<file path="src/logic/b4sc_pkg.sv">
/*
  Shared constants and types for the fourth buck converter's
  sequence configuration block.
  Assumes word-aligned APB access and register indices times four.
*/
package b4sc_pkg;
  localparam int ADDR_W = 18;
  // Register indices; byte address is index times four
  localparam logic [15:0] IDX_ACTIVE = 16'h4066;
  localparam logic [15:0] IDX_SLEEP = 16'h4067;
  localparam logic [15:0] IDX_HWCTL = 16'h4080;
  localparam logic [ADDR_W-1:0] ADR_ACTIVE = {IDX_ACTIVE, 2'h0};
  localparam logic [ADDR_W-1:0] ADR_SLEEP = {IDX_SLEEP, 2'h0};
  localparam logic [ADDR_W-1:0] ADR_HWCTL = {IDX_HWCTL, 2'h0};
  // Field positions
  localparam int SLOT_LSB = 13;
  localparam int MODE_LSB = 8;
  localparam int VHI_LSB = 2;
  localparam int HWSEL_BIT = 10;
  localparam int STATE_LSB = 0;
  localparam int ENABLE_BIT = 2;
  // Reset values
  localparam logic [2:0] RST_ACT_SLOT = 3'h0;
  localparam logic [1:0] RST_ACT_MODE = 2'h1;
  localparam logic [4:0] RST_ACT_VHI = 5'h00;
  localparam logic [1:0] RST_ACT_VLO = 2'h0;
  localparam logic [2:0] RST_SLP_SLOT = 3'h0;
  localparam logic [1:0] RST_SLP_MODE = 2'h3;
  localparam logic [6:0] RST_SLP_V = 7'h00;
  localparam logic RST_HWSEL = 1'h0;
  // Slot codes
  localparam logic [2:0] SLOT_NONE = 3'h0;
  localparam logic [2:0] SLOT_LAST = 3'h5;
  localparam logic [2:0] SLOT_HW2 = 3'h7;
  localparam logic [2:0] SLP_AT_T5 = 3'h5;
  localparam logic [2:0] SLP_CODE_T3 = 3'h6;
  localparam logic [2:0] SLP_CODE_T1 = 3'h7;
  localparam logic [2:0] SLP_AT_T3 = 3'h3;
  localparam logic [2:0] SLP_AT_T1 = 3'h1;
  localparam int SLP_DIS_BASE = 6;
  // Voltage map
  localparam int VMIN_MV = 850;
  localparam int VSTEP_MV = 25;
  localparam logic [6:0] VSAT_CODE = 7'h66;

  typedef enum logic [1:0] {B4SC_OFF, B4SC_ON, B4SC_SLEEP} b4sc_state_e;

  typedef struct packed {
    logic seq_en;
    logic [2:0] slot;
    logic hw;
    logic hw_sel2;
  } b4sc_act_s;

  typedef struct packed {
    logic [2:0] slot;
    logic disable_at;
  } b4sc_slp_s;

  typedef struct packed {
    logic enable;
    logic [1:0] mode;
    logic [6:0] vcode;
    logic [11:0] mv;
  } b4sc_drive_s;
endpackage : b4sc_pkg

</file>
<file path="src/logic/b4sc_slot_decode.sv">
/*
  Decodes the active and sleep slot fields into sequencer actions.
  Pure combinational; the caller registers whatever it needs.
*/
`timescale 1ns/1ps
`default_nettype none
module b4sc_slot_decode (
  input wire logic [2:0] active_slot,
  input wire logic [2:0] sleep_slot,
  output b4sc_pkg::b4sc_act_s act,
  output b4sc_pkg::b4sc_slp_s slp
);
  // Active slot: none, timeslot 1..5, or a hardware enable input
  always_comb begin
    act.seq_en = (active_slot != b4sc_pkg::SLOT_NONE) &&
                 (active_slot <= b4sc_pkg::SLOT_LAST);
    act.slot = active_slot;
    act.hw = active_slot > b4sc_pkg::SLOT_LAST;
    act.hw_sel2 = active_slot == b4sc_pkg::SLOT_HW2;
  end

  // Sleep slot: reverse order disable codes, else sleep transition
  always_comb begin
    slp.disable_at = 1'b0;
    unique case (sleep_slot)
      b4sc_pkg::SLOT_NONE: slp.slot = b4sc_pkg::SLP_AT_T5;
      b4sc_pkg::SLP_CODE_T3: slp.slot = b4sc_pkg::SLP_AT_T3;
      b4sc_pkg::SLP_CODE_T1: slp.slot = b4sc_pkg::SLP_AT_T1;
      default: begin
        // Codes 1..5 map to timeslots 5..1
        slp.slot = 3'(b4sc_pkg::SLP_DIS_BASE - int'(sleep_slot));
        slp.disable_at = 1'b1;
      end
    endcase
  end
endmodule : b4sc_slot_decode
`default_nettype wire

</file>
<file path="src/logic/b4sc_vcode.sv">
/*
  Maps a 7-bit voltage code to millivolts with top-end saturation.
  Combinational; no clock needed.
*/
`timescale 1ns/1ps
`default_nettype none
module b4sc_vcode (
  input wire logic [6:0] code,
  output logic [11:0] mv
);
  logic [6:0] sat;

  // Codes at and above the ceiling all give the maximum voltage
  always_comb begin
    sat = (code >= b4sc_pkg::VSAT_CODE) ? b4sc_pkg::VSAT_CODE : code;
    mv = 12'(b4sc_pkg::VMIN_MV + b4sc_pkg::VSTEP_MV * int'(sat));
  end
endmodule : b4sc_vcode
`default_nettype wire

</file>
<file path="src/logic/b4sc_top.sv">
/*
  Fourth buck converter sequence configuration: APB register file,
  on/sleep/off state machine and registered converter drive.
  Assumes slot_tick pulses once per timeslot from the power sequencer
  and that hardware enable inputs are synchronous to pclk.
*/
// Function
// - Active slot: off, timeslot, or hardware enable
// - Active mode field, four modes, reset auto
// - Voltage code 0.85V plus 25mV, saturating
// - Boot load sets upper five code bits
// - Active voltage code resets to zero
// - Sleep slot: sleep or disable per timeslot
// - Hardware enabled: disable codes mean sleep
// - Sleep mode field, reset hysteretic
// - Sleep voltage code, same map, reset zero
// - Hardware control picks active or sleep code
`timescale 1ns/1ps
`default_nettype none
module b4sc_top #(
  parameter int ADDR_W = b4sc_pkg::ADDR_W
) (
  input wire logic pclk,
  input wire logic presetn,
  input wire logic psel,
  input wire logic penable,
  input wire logic pwrite,
  input wire logic [ADDR_W-1:0] paddr,
  input wire logic [31:0] pwdata,
  output logic [31:0] prdata,
  output logic pready,
  output logic pslverr,
  input wire logic slot_tick,
  input wire logic [2:0] slot_num,
  input wire logic slot_down,
  input wire logic hw_enable1,
  input wire logic hw_enable2,
  input wire logic boot_load,
  input wire logic [4:0] boot_vcode_hi,
  output b4sc_pkg::b4sc_drive_s drive
);
  logic [2:0] act_slot, next_act_slot;
  logic [1:0] act_mode, next_act_mode;
  logic [4:0] act_vhi, next_act_vhi;
  logic [1:0] act_vlo, next_act_vlo;
  logic [2:0] slp_slot, next_slp_slot;
  logic [1:0] slp_mode, next_slp_mode;
  logic [6:0] slp_v, next_slp_v;
  logic hw_choice, next_hw_choice;
  b4sc_pkg::b4sc_state_e state, next_state;
  b4sc_pkg::b4sc_drive_s next_drive;
  b4sc_pkg::b4sc_act_s act_dec;
  b4sc_pkg::b4sc_slp_s slp_dec;
  logic [31:0] next_prdata;
  logic [31:0] rd_word;
  logic [6:0] sel_code;
  logic [11:0] sel_mv;
  logic hit_act, hit_slp, hit_hw, mapped, wr, hw_in;
  logic tick_up, tick_dn;

  b4sc_slot_decode u_dec (
    .active_slot(act_slot),
    .sleep_slot(slp_slot),
    .act(act_dec),
    .slp(slp_dec)
  );

  b4sc_vcode u_vmap (
    .code(sel_code),
    .mv(sel_mv)
  );

  // Address decode; zero wait states, so pready is constant
  assign hit_act = paddr == b4sc_pkg::ADR_ACTIVE;
  assign hit_slp = paddr == b4sc_pkg::ADR_SLEEP;
  assign hit_hw = paddr == b4sc_pkg::ADR_HWCTL;
  assign mapped = hit_act | hit_slp | hit_hw;
  assign wr = psel & penable & pwrite & mapped;
  assign pready = 1'b1;
  assign pslverr = psel & penable & ~mapped; // Unmapped answers error

  // Register next values; boot load beats a bus write in one cycle
  always_comb begin
    next_act_slot = act_slot;
    next_act_mode = act_mode;
    next_act_vhi = act_vhi;
    next_act_vlo = act_vlo;
    next_slp_slot = slp_slot;
    next_slp_mode = slp_mode;
    next_slp_v = slp_v;
    next_hw_choice = hw_choice;
    // Only field bits are taken; the rest are dropped
    if (wr && hit_act) begin
      next_act_slot = pwdata[b4sc_pkg::SLOT_LSB +: 3];
      next_act_mode = pwdata[b4sc_pkg::MODE_LSB +: 2];
      next_act_vhi = pwdata[b4sc_pkg::VHI_LSB +: 5];
      next_act_vlo = pwdata[b4sc_pkg::VHI_LSB-1:0];
    end
    if (wr && hit_slp) begin
      next_slp_slot = pwdata[b4sc_pkg::SLOT_LSB +: 3];
      next_slp_mode = pwdata[b4sc_pkg::MODE_LSB +: 2];
      next_slp_v = pwdata[6:0];
    end
    if (wr && hit_hw) begin
      next_hw_choice = pwdata[b4sc_pkg::HWSEL_BIT];
    end
    // Nonvolatile copy holds only the coarse 100mV bits
    if (boot_load) begin
      next_act_vhi = boot_vcode_hi;
      next_act_vlo = b4sc_pkg::RST_ACT_VLO;
    end
  end

  // Register file storage
  always_ff @(posedge pclk or negedge presetn) begin
    if (!presetn) begin
      act_slot <= b4sc_pkg::RST_ACT_SLOT;
      act_mode <= b4sc_pkg::RST_ACT_MODE;
      act_vhi <= b4sc_pkg::RST_ACT_VHI;
      act_vlo <= b4sc_pkg::RST_ACT_VLO;
      slp_slot <= b4sc_pkg::RST_SLP_SLOT;
      slp_mode <= b4sc_pkg::RST_SLP_MODE;
      slp_v <= b4sc_pkg::RST_SLP_V;
      hw_choice <= b4sc_pkg::RST_HWSEL;
    end else begin
      act_slot <= next_act_slot;
      act_mode <= next_act_mode;
      act_vhi <= next_act_vhi;
      act_vlo <= next_act_vlo;
      slp_slot <= next_slp_slot;
      slp_mode <= next_slp_mode;
      slp_v <= next_slp_v;
      hw_choice <= next_hw_choice;
    end
  end

  assign hw_in = act_dec.hw_sel2 ? hw_enable2 : hw_enable1;
  assign tick_up = slot_tick & ~slot_down;
  assign tick_dn = slot_tick & slot_down;

  // Converter state; hardware input overrides the slot sequence
  always_comb begin
    next_state = state;
    if (act_dec.hw) begin
      if (!hw_in) begin
        next_state = b4sc_pkg::B4SC_OFF;
      end else if (state == b4sc_pkg::B4SC_OFF || tick_up) begin
        next_state = b4sc_pkg::B4SC_ON;
      end else if (tick_dn && slot_num == slp_dec.slot) begin
        next_state = b4sc_pkg::B4SC_SLEEP;
      end
    end else if (!act_dec.seq_en) begin
      next_state = b4sc_pkg::B4SC_OFF;
    end else if (tick_up && slot_num == act_dec.slot) begin
      next_state = b4sc_pkg::B4SC_ON;
    end else if (tick_dn && slot_num == slp_dec.slot &&
                 state != b4sc_pkg::B4SC_OFF) begin
      next_state = slp_dec.disable_at ? b4sc_pkg::B4SC_OFF
                                      : b4sc_pkg::B4SC_SLEEP;
    end
  end

  // Drive selection follows the state being entered
  always_comb begin
    sel_code = {act_vhi, act_vlo};
    next_drive.mode = act_mode;
    if (next_state == b4sc_pkg::B4SC_SLEEP) begin
      sel_code = slp_v;
      next_drive.mode = slp_mode;
    end else if (act_dec.hw && hw_choice) begin
      sel_code = slp_v;
    end
    next_drive.enable = next_state != b4sc_pkg::B4SC_OFF;
    next_drive.vcode = sel_code;
    next_drive.mv = sel_mv;
  end

  // Registered drive keeps the analog side glitch free
  always_ff @(posedge pclk or negedge presetn) begin
    if (!presetn) begin
      state <= b4sc_pkg::B4SC_OFF;
      drive <= '{enable: 1'b0, mode: b4sc_pkg::RST_ACT_MODE,
                 vcode: {b4sc_pkg::RST_ACT_VHI, b4sc_pkg::RST_ACT_VLO},
                 mv: 12'(b4sc_pkg::VMIN_MV)};
    end else begin
      state <= next_state;
      drive <= next_drive;
    end
  end

  // Read word; unassigned bits stay zero
  always_comb begin
    rd_word = 32'h0000_0000;
    if (hit_act) begin
      rd_word[b4sc_pkg::SLOT_LSB +: 3] = act_slot;
      rd_word[b4sc_pkg::MODE_LSB +: 2] = act_mode;
      rd_word[6:0] = {act_vhi, act_vlo};
    end else if (hit_slp) begin
      rd_word[b4sc_pkg::SLOT_LSB +: 3] = slp_slot;
      rd_word[b4sc_pkg::MODE_LSB +: 2] = slp_mode;
      rd_word[6:0] = slp_v;
    end else if (hit_hw) begin
      rd_word[b4sc_pkg::HWSEL_BIT] = hw_choice;
      rd_word[b4sc_pkg::STATE_LSB +: 2] = state;
      rd_word[b4sc_pkg::ENABLE_BIT] = drive.enable;
    end
    // Captured in setup so data is a flop output during access
    next_prdata = prdata;
    if (psel && !penable && !pwrite) begin
      next_prdata = rd_word;
    end
  end

  // Read data register
  always_ff @(posedge pclk or negedge presetn) begin
    if (!presetn) begin
      prdata <= 32'h0000_0000;
    end else begin
      prdata <= next_prdata;
    end
  end

  // Helper: high only in the first cycle after reset release
  logic fresh;
  always_ff @(posedge pclk or negedge presetn) begin
    if (!presetn) begin
      fresh <= 1'b1;
    end else begin
      fresh <= 1'b0;
    end
  end
endmodule : b4sc_top
`default_nettype wire

</file>
<file path="config.mk">
export PLATFORM = sky130hd
export DESIGN_NAME = b4sc_top
export DESIGN_NICKNAME = d
export VERILOG_FILES = /design/src/logic/b4sc_pkg.sv /design/src/logic/b4sc_slot_decode.sv /design/src/logic/b4sc_vcode.sv /design/src/logic/b4sc_top.sv
export SDC_FILE = /design/constraint.sdc
export NUM_CORES = 1
export LEC_CHECK = 0
export ABC_AREA = 0
export BUFFER_PORTS_ARGS = -buffer_cell sky130_fd_sc_hd__buf_2
export CAP_MARGIN = 20
export CORE_UTILIZATION = 50
export DETAILED_ROUTE_END_ITERATION = 7
export PLACE_DENSITY_LB_ADDON = 0.12
export SLEW_MARGIN = 30
export SYNTH_ARGS = -nofsm -noshare
export SYNTH_HDL_FRONTEND = slang
export SYNTH_SLANG_ARGS = --single-unit
</file>
<file path="constraint.sdc">
create_clock -name pclk -period 5.2 [get_ports pclk]
set_clock_uncertainty 0.15 [all_clocks]
set_input_delay 0.78 -clock pclk [delete_from_list [all_inputs] [get_ports pclk]]
set_output_delay 0.78 -clock pclk [all_outputs]
set_load 0.005 [all_outputs]
</file>
Word level (Yosys, flattened, before mapping):

Index checks and enable logic that the tools add are counted.

* order comparisons: 3
* mux-type cells: 29
* bitwise operators: 10
* reductions and logical operators: 20
* $mul: 1
* add/sub/neg operators: 2
* equal/unequal tests: 9

Operators by type and width (number)
* $eq A18 B17 Y1 const B: 3
* $mux W7: 4
* $mux W2: 13
* $add A11 B12 Y12 const A: 1
* $mul A5 B7 Y12 const A: 1
* $mux W3: 4
* $logic_and A1 B1 Y1: 10
* $mux W5: 2
* $eq A3 B3 Y1 const B: 3
* $pmux W3 S3: 1
* $ge A7 B7 Y1 const B: 1
* $and A1 B1 Y1: 6
* $eq A3 B3 Y1: 2
* $reduce_bool A2 Y1: 3
* $mux W1: 4
* $mux W4: 1
* $gt A3 B3 Y1 const B: 1
* $le A3 B3 Y1 const B: 1
* $logic_not A3 Y1: 1
* $reduce_bool A3 Y1: 1
* $reduce_or A3 Y1: 1
* $sub A3 B3 Y3 const A: 1
* $eq A2 B2 Y1 const B: 1
* $logic_not A1 Y1: 2
* other kinds (4): 6

* register bits after elaboration: 62
* output and inout port bits: 56

Logic depth before layout (Yosys ltp):

Gate-level depths: netlist of the first run.

* depth in word-level cells: 15
* mapped depth: 21
* mapped depth without buffers: 20

Cells and area by module:

A second synthesis of the first run with hierarchy kept.

* cells, all modules: 332
* area, all modules: 3627.2 sq um

Modules (own cells, without submodules)
* b4sc_top: times used 1, cells each 227, seq. area each 1562.7 sq um, area each 2780.2 sq um
* b4sc_vcode: times used 1, cells each 83, seq. area each 0.0 sq um, area each 675.6 sq um
* b4sc_slot_decode: times used 1, cells each 22, seq. area each 0.0 sq um, area each 171.4 sq um

Least setup slack after synthesis of the first run:

No wires, ideal clock.

* kind: in2reg
* start point: input port slot_tick
* end point: register drive[10] in the netlist's numbering
* setup time: 80 ps
* cell stages on the path: 18
* path buffers: 0
* data arrival time: 4342 ps
* setup slack: 629 ps
* path through: nor2b_1 -> nor4_2 -> a41oi_1 -> or4_1 -> o211ai_2 -> mux2_2 -> inv_1 -> ha_1 -> inv_1 -> fa_1 -> ha_1 -> ha_1 -> nor2b_1 -> o21a_1 -> o21ai_0 -> nand2b_1 -> a21oi_1 -> xnor2_1

RTL lines
* start: declaration: RTL line b4sc_top.sv:33 `input wire logic slot_tick,`
* end signal: assignment: RTL line b4sc_top.sv:182 `drive <= '{enable: 1'b0, mode: b4sc_pkg::RST_ACT_MODE,`
* end signal: assignment: RTL line b4sc_top.sv:187 `drive <= next_drive;`
* end: declaration: RTL line b4sc_top.sv:40 `output b4sc_pkg::b4sc_drive_s drive`

==> results of run 1 <==
-- synthesized netlist by cell type, types with 8 or more instances --
library cell / number
inv_1: 13
ha_1: 25
mux2_2: 21
clkbuf_1: 8
buf_4: 22
o21ai_0: 11
nand2_1: 29
nand3_1: 8
a21oi_1: 9
xnor2_1: 11
o31ai_1: 14
dfrtp_1: 53
mux2i_1: 22
nor2_1: 16
dfstp_2: 9
-- through the flow --
step,total power [mW],hold slack [ps],std cells,setup slack [ps],util [%]
global route,1.31,351,537,36.6,63.1
finish,1.24,321,537,307,63.1
detailed placement,0.786,311,521,162,59.4
global placement,0.779,305,521,161,59.4
floorplan,0.705,323,368,629,-
CTS,1.26,326,537,185,62.6
-- report_power, final --
part / total, mW / switching (mW) / leakage (nW) / internal, mW
registers: 0.541 / 0.0121 / 0.794 / 0.529
clock network: 0.466 / 0.185 / 0.108 / 0.281
logic: 0.235 / 0.121 / 1.28 / 0.114
-- per-layer routing --
metal	vias to the layer above	global-route usage, %	share of wire (%)	routed length, um
met5	-	0	0	0
met4	0	6.11	1.5	112
met3	12	4.81	5.3	408
met2	92	31.3	45	3460
met1	1366	30.0	48	3670
li1	1371	-	-	-
-- how the worst max path moves through the flow --
stage	start	end	slack, ps	depth (start not counted)
after floorplan	slot_tick	drive[10]	630	18
after global placement	slot_tick	drive[11]	160	17
after detailed placement	slot_tick	drive[11]	160	17
after CTS	slp_slot[0]	drive[9]	190	17
after global routing	slp_slot[0]	drive[10]	40	19
final	slp_slot[0]	drive[10]	310	20
-- sequential cells by signal (all words and copies together), names as in the netlist --
| signal | count |
|---|---|
| act_mode | 2 |
| act_slot | 3 |
| act_vhi | 5 |
| act_vlo | 2 |
| drive | 22 |
| hw_choice | 1 |
| prdata | 13 |
| slp_mode | 2 |
| slp_slot | 3 |
| slp_v | 7 |
| state | 2 |
-- worst max-delay path, delay by kind of cell (launching register included) --
kind | cells | cell delay (ps)
xor+xnor | 2 | 330
flops | 1 | 410
mux | 1 | 420
compound gates | 6 | 920
simple gates | 3 | 740
buf+inv | 3 | 240
fa+ha+maj | 5 | 1590
-- logic make-up (layout without fill, tap and decap cells) --
logic type | after synthesis | after routing | synth area share (%)
fa+ha+maj | 28 | 28 | 10.1
compound gates | 56 | 56 | 9.88
mux | 48 | 48 | 13.9
xor+xnor | 16 | 16 | 3.79
simple gates | 91 | 91 | 12.8
flops | 62 | 62 | 42.3
other cells | 2 | 20 | 0.203
buf+inv | 47 | 120 | 7.07
-- cell type report --
class | count | area [sq um]
Tap cell | 96 | 120
Timing Repair Buffer | 91 | 473
Clock buffer | 10 | 138
Inverter | 13 | 48.8
Clock inverter | 6 | 85.1
Sequential cell | 62 | 1560
Multi-Input combinational cell | 259 | 1980
Fill cell | 605 | 2570
==> results.md, run 1 <==
- Most used DFF post-synth: dfrtp_1
- Crit path DAT: 4990 ps
- CP Capture Type: register
- Type of the tightest min-delay check: reg2reg
- Mapped Area: 0.00370 sq mm
- IO Port Bufs: 84
- Worst Max-Slew Pin Slew: approximately 830 ps
- Ys async rst share: 100%
- Clock transition at path regs: 70 ps
- Pre-antenna DRT Iters: 4
- Final Slew Violations: 0
- Via count: about 2800
- DP Area: 0.00415 sq mm
- Largest net degree at the start of global routing: 63
- Die X: 88.0 um
- Grt ovf: 0
- N_diodes: 0
- Root Driver: clkbuf_8
- Row cnt: 30
- Crit path launch type: register
- Crit path kind: reg2reg
- Final WL: 7650 um
- Crit path time final: 4890 ps
- Clock buffer count from CTS: 9
- Leak pwr: roughly 2.2 nW
- Crit path top cell by count: ha_1
- Hold Violations, Final: 0
- Most common cell after layout, fill and taps aside: buf_2
- Global-route wire length before repair: around 12000 um
- CP peak stage delay: between 500 and 600 ps
- Cts repair resizes: 0
- Gr usage total: 20.8%
- RSZ-0062 raised after global routing: no
- Vias/cell: 5.29
- Commonest non-fill, non-tap cells in the layout: buf_2 (84), dfrtp_1 (53), nand2_1 (29), ha_1 (25), mux2i_1 (22)
- Clk sinks: 62
- Seq/Total Area, Yosys: a little over two fifths
- CTS tree: yes
- Hpwl dp: 5680 um
- Slowest cell on crit path: or4_4
- Share of the synthesized area in the top cell type: between 30% and 40%
- Critical path peak fanout: 7
- Max-cap violations: 0
- Initial core utilization: 53.0%
- Reg2Reg Setup Slack: between 300 and 400 ps
- Design area: approximately 0.0044 sq mm
- Synthesized area per cell: 10.6 sq um
- Routability congestion estimate: 0.851
- # nets final: 532
- Final setup vio count: 0
- Initial antenna violation count: 0
- DIE HEIGHT: approximately 90 um
- PwrDens: roughly 280 mW/mm^2
- Top Ports: 124
- Worst Hold Path Cells: 2
- Worst skew pair latency: 330 ps
- Max Fclk: 204 MHz
- Reg-to-Reg Start: slp_slot[0]
- Clock Path Buffers: 2
- Largest cells by area after synthesis: dfrtp_1 (36%), ha_1 (8.5%), dfstp_2 (6.4%)
- DRC violations left: 0
- Worst vdd ir: between 0.1 and 0.15 mV
- # hold bufs at CTS: 0
- Die ar.: 0.00774 sq mm
- Post-synth cell types: 47
- Crit path cell chain: inv_2, ha_1, o21bai_1, a21oi_1, xnor2_1, or4_4, o211ai_4, mux2_2, inv_1, ha_1, inv_1, fa_1, ha_1, ha_1, nor2b_1, o21a_1, o21ai_0, nand2b_1, a21oi_1, xnor2_1
- Synth-to-layout area growth: 19.2%
- Slew headroom: 44.4%
- Reg2Reg Depth: 20
- Hold path start: prdata[9]
- Vias in the first global route: 2653
- Initial drt markers: 80
- Fraction of layout cells with a size suffix above 1: 34.2%
- Leading area contributor after synthesis: dfrtp_1
- ANT nets after route: 0
- Crit Reg-Reg Endpoint: drive[10]
- Hold endpoint: prdata[9]
- Avg WL per Cell: 14.2 um
- Post-CTS setup buffer count: 0
- H-tree lvl count: 3
- Required time worst endpoint: roughly 5300 ps
- Outcome: finished, final reports clean
- Post-synth EDFFs: 0
- Final period util: 94.1%
- Core region area: 0.00698 sq mm
- Fin Setup TNS: 0 ps
- Number of synthesized register bits: 62
- Yosys warns: 0
- Synth Instances: 350
Power figures use the tool's default switching activity.
==> run 2: changes to the inputs <==
- CORE_UTILIZATION: 50 -> 45
==> run 2 against run 1 <==
First-iteration DRC count is 80% higher. Register-to-register slack better by 20 ps. Critical path depth is 2 lower. Cell count is 1.9% higher. Sequential share of layout area is 0.17 points higher. Combinational power hardly changed. Non-clock buffer count is 4 higher. Largest power group unchanged.
==> results.md, run 2 (synthesis gave the netlist of run 1 again) <==
- Outcome: finished, final reports clean
- Row cnt: 32 (+6.7%)
- Clock buffer count from CTS: 9 (unchanged)
- Fin Setup TNS: 0 ps (unchanged)
- DP Area: 0.00416 sq mm (+0.36%)
- Highest metal used: met4
- Max-cap violations: 0 (unchanged)
- Crit path cell chain: inv_1, ha_1, nor3_1, a21oi_1, xnor2_1, or4_4, o211ai_4, buf_4, mux2_2, fa_1, ha_1, ha_1, a21o_1, a21oi_1, nor2b_1, o21ai_0, a21oi_1, xnor2_1
- M1 wire length: 3860 um (+5.2%)
- Die ar.: 0.00858 sq mm (+11%)
- # hold bufs at CTS: 0 (unchanged)
- Clock Path Buffers: 2 (unchanged)
- Initial drt markers: 144 (+80%)
- Final period util: 93.7% (-0.40 points)
- Crit-path leading delay family: adder cells
- Global-route wire length before repair: 12900 um (+5.8%)
- Metal3 WL: 422 um (+3.4%)
- Initial antenna violation count: 0 (unchanged)
- Worst skew pair latency: 340 ps (about the same)
- Fraction of layout cells with a size suffix above 1: 33.7% (-0.53 points)
- Clock transition at path regs: 80 ps (about the same)
- Regs by FF count: drive x22, prdata x13, slp_v x7
- Worst vdd ir: 0.133 mV (+0.63%)
- Die X: 92.6 um (+5.3%)
- Worst Max-Slew Pin Slew: 811 ps (-21.2 ps)
- Crit path buffers/inverters: 2 (-1)
- ANT nets after route: 0 (unchanged)
- Routability congestion estimate: 0.785 (-7.8%)
- Slew headroom: 45.8% (+1.4 points)
- Vias in the first global route: 2675 (+0.83%)
- Final setup vio count: 0 (unchanged)
- Crit. Startpoint: slp_slot[0]
- Pre-antenna DRT Iters: 4 (unchanged)
- Slowest cell on crit path: or4_4
- H-tree lvl count: 3 (unchanged)
- Crit path kind: reg2reg
- Clk sinks: 62 (unchanged)
- Via count: 2828 (-0.46%)
- Grt ovf: 0 (unchanged)
- Wire length on met2: 3490 um (+0.98%)
- Crit path time final: 4870 ps (-20.8 ps)
- # nets final: 536 (+0.75%)
- Reg-to-Reg Start: slp_slot[0]
- Initial core utilization: 47.1% (-5.8 points)
- Most common cell after layout, fill and taps aside: buf_2
- Hold path start: prdata[9]
- Gr usage total: 19.5% (-1.4 points)
- Crit path DAT: 4940 ps (-50 ps)
- N_diodes: 0 (unchanged)
- Critical path peak fanout: 6 (-1)
- DRC violations left: 0 (unchanged)
- Max Fclk: 205 MHz (+0.43%)
- CP peak stage delay: 520 ps (about the same)
- DIE HEIGHT: 92.6 um (+5.3%)
- Synth-to-layout area growth: 18.6%
- Final WL: 7850 um (+2.7%)
- Top Ports: 124 (unchanged)
- Vias/cell: 5.17 (-2.3%)
- Design area: 0.00439 sq mm (-0.48%)
- Root Driver: clkbuf_8
- Largest net degree at the start of global routing: 63 (unchanged)
- Max reg flops: 22 (unchanged)
- Commonest non-fill, non-tap cells in the layout: buf_2 (84), dfrtp_1 (53), nand2_1 (29), ha_1 (25), mux2i_1 (22)
- Top reg by flops: drive
- CP Capture Type: register
- Avg WL per Cell: 14.4 um (+0.82%)
- Leak pwr: 2.19 nW (+0.24%)
- RSZ-0062 raised after global routing: no
- Type of the tightest min-delay check: reg2reg
- Hpwl dp: 5800 um (+2.1%)
- PwrDens: 262 mW/mm^2 (-7.1%)
- CTS tree: yes
- Final Slew Violations: 0 (unchanged)
- Crit path launch type: register
- Required time worst endpoint: 5270 ps (-30 ps)
- IO Port Bufs: 84 (unchanged)
- Hold Violations, Final: 0 (unchanged)
- Core region area: 0.00785 sq mm (+12%)
## run 2: cell count changes in the layout (fill, tap and decap cells not counted), sizes merged
| cell | previous run | this run |
|---|---|---|
| bufinv | 2 | 0 |
| buf | 91 | 95 |
| clkinvlp | 2 | 1 |
| clkbuf | 10 | 13 |
## run 2: cell type report
class / count / area, sq um
Fill cell: 722 / 3460
Multi-Input combinational cell: 259 / 1970
Sequential cell: 62 / 1560
Timing Repair Buffer: 95 / 503
Clock buffer: 13 / 149
Tap cell: 102 / 128
Inverter: 13 / 48.8
Clock inverter: 3 / 21.3
## run 2: worst paths after layout
check,to,slack [ps],cells after the start
min in group asynchronous,act_slot[2],450,2
worst max register to register,drive[11],330,18
worst min register to register,prdata[9],320,2
worst max-delay path,drive[11],330,18
max in group asynchronous,act_mode[1],3920,2
worst min-delay path,prdata[9],320,2
## run 2: routing by layer
layer | vias up | track usage, %
li1 | 1388 | -
met1 | 1340 | 28.1
met2 | 90 | 29.9
met3 | 10 | 3.94
met4 | 0 | 5.00
met5 | - | 0
## run 2: what timing repair did
item / in CTS / in global routing
resized for setup: 0 / 5
endpoints found under the hold margin: 0 / 0
buffers inserted: 0 / 3
endpoints found under the setup margin: 0 / 3
## run 2: report_power, final
group          internal (mW)  total (mW)  switching, mW
combinational          0.115       0.238          0.123
sequential             0.529       0.540         0.0113
clock                  0.187       0.371          0.185
total                  0.830        1.15          0.319
## run 2: worst register-to-register path: stages, from the launching register on
cell      delay, ps
dfrtp_1         410
inv_1           120
ha_1            320
nor3_1          180
a21oi_1          80
xnor2_1         190
or4_4           520
o211ai_4        150
buf_4           160
mux2_2          370
fa_1            450
ha_1            300
ha_1            350
a21o_1          200
a21oi_1         210
nor2b_1          70
o21ai_0         250
a21oi_1         140
xnor2_1         140
## run 2: stage by stage
step / hold slack, ps / total power, mW / std cells / utilization, % / setup slack [ps]
3_5_place_dp: 311 / 0.788 / 528 / 53.0 / 185
2_1_floorplan: 323 / 0.705 / 368 / - / 629
5_1_grt: 362 / 1.23 / 547 / 55.9 / 8.42
6_report: 322 / 1.15 / 547 / 55.9 / 328
4_1_cts: 327 / 1.16 / 544 / 55.2 / 222
3_3_place_gp: 304 / 0.782 / 528 / 53.0 / 204
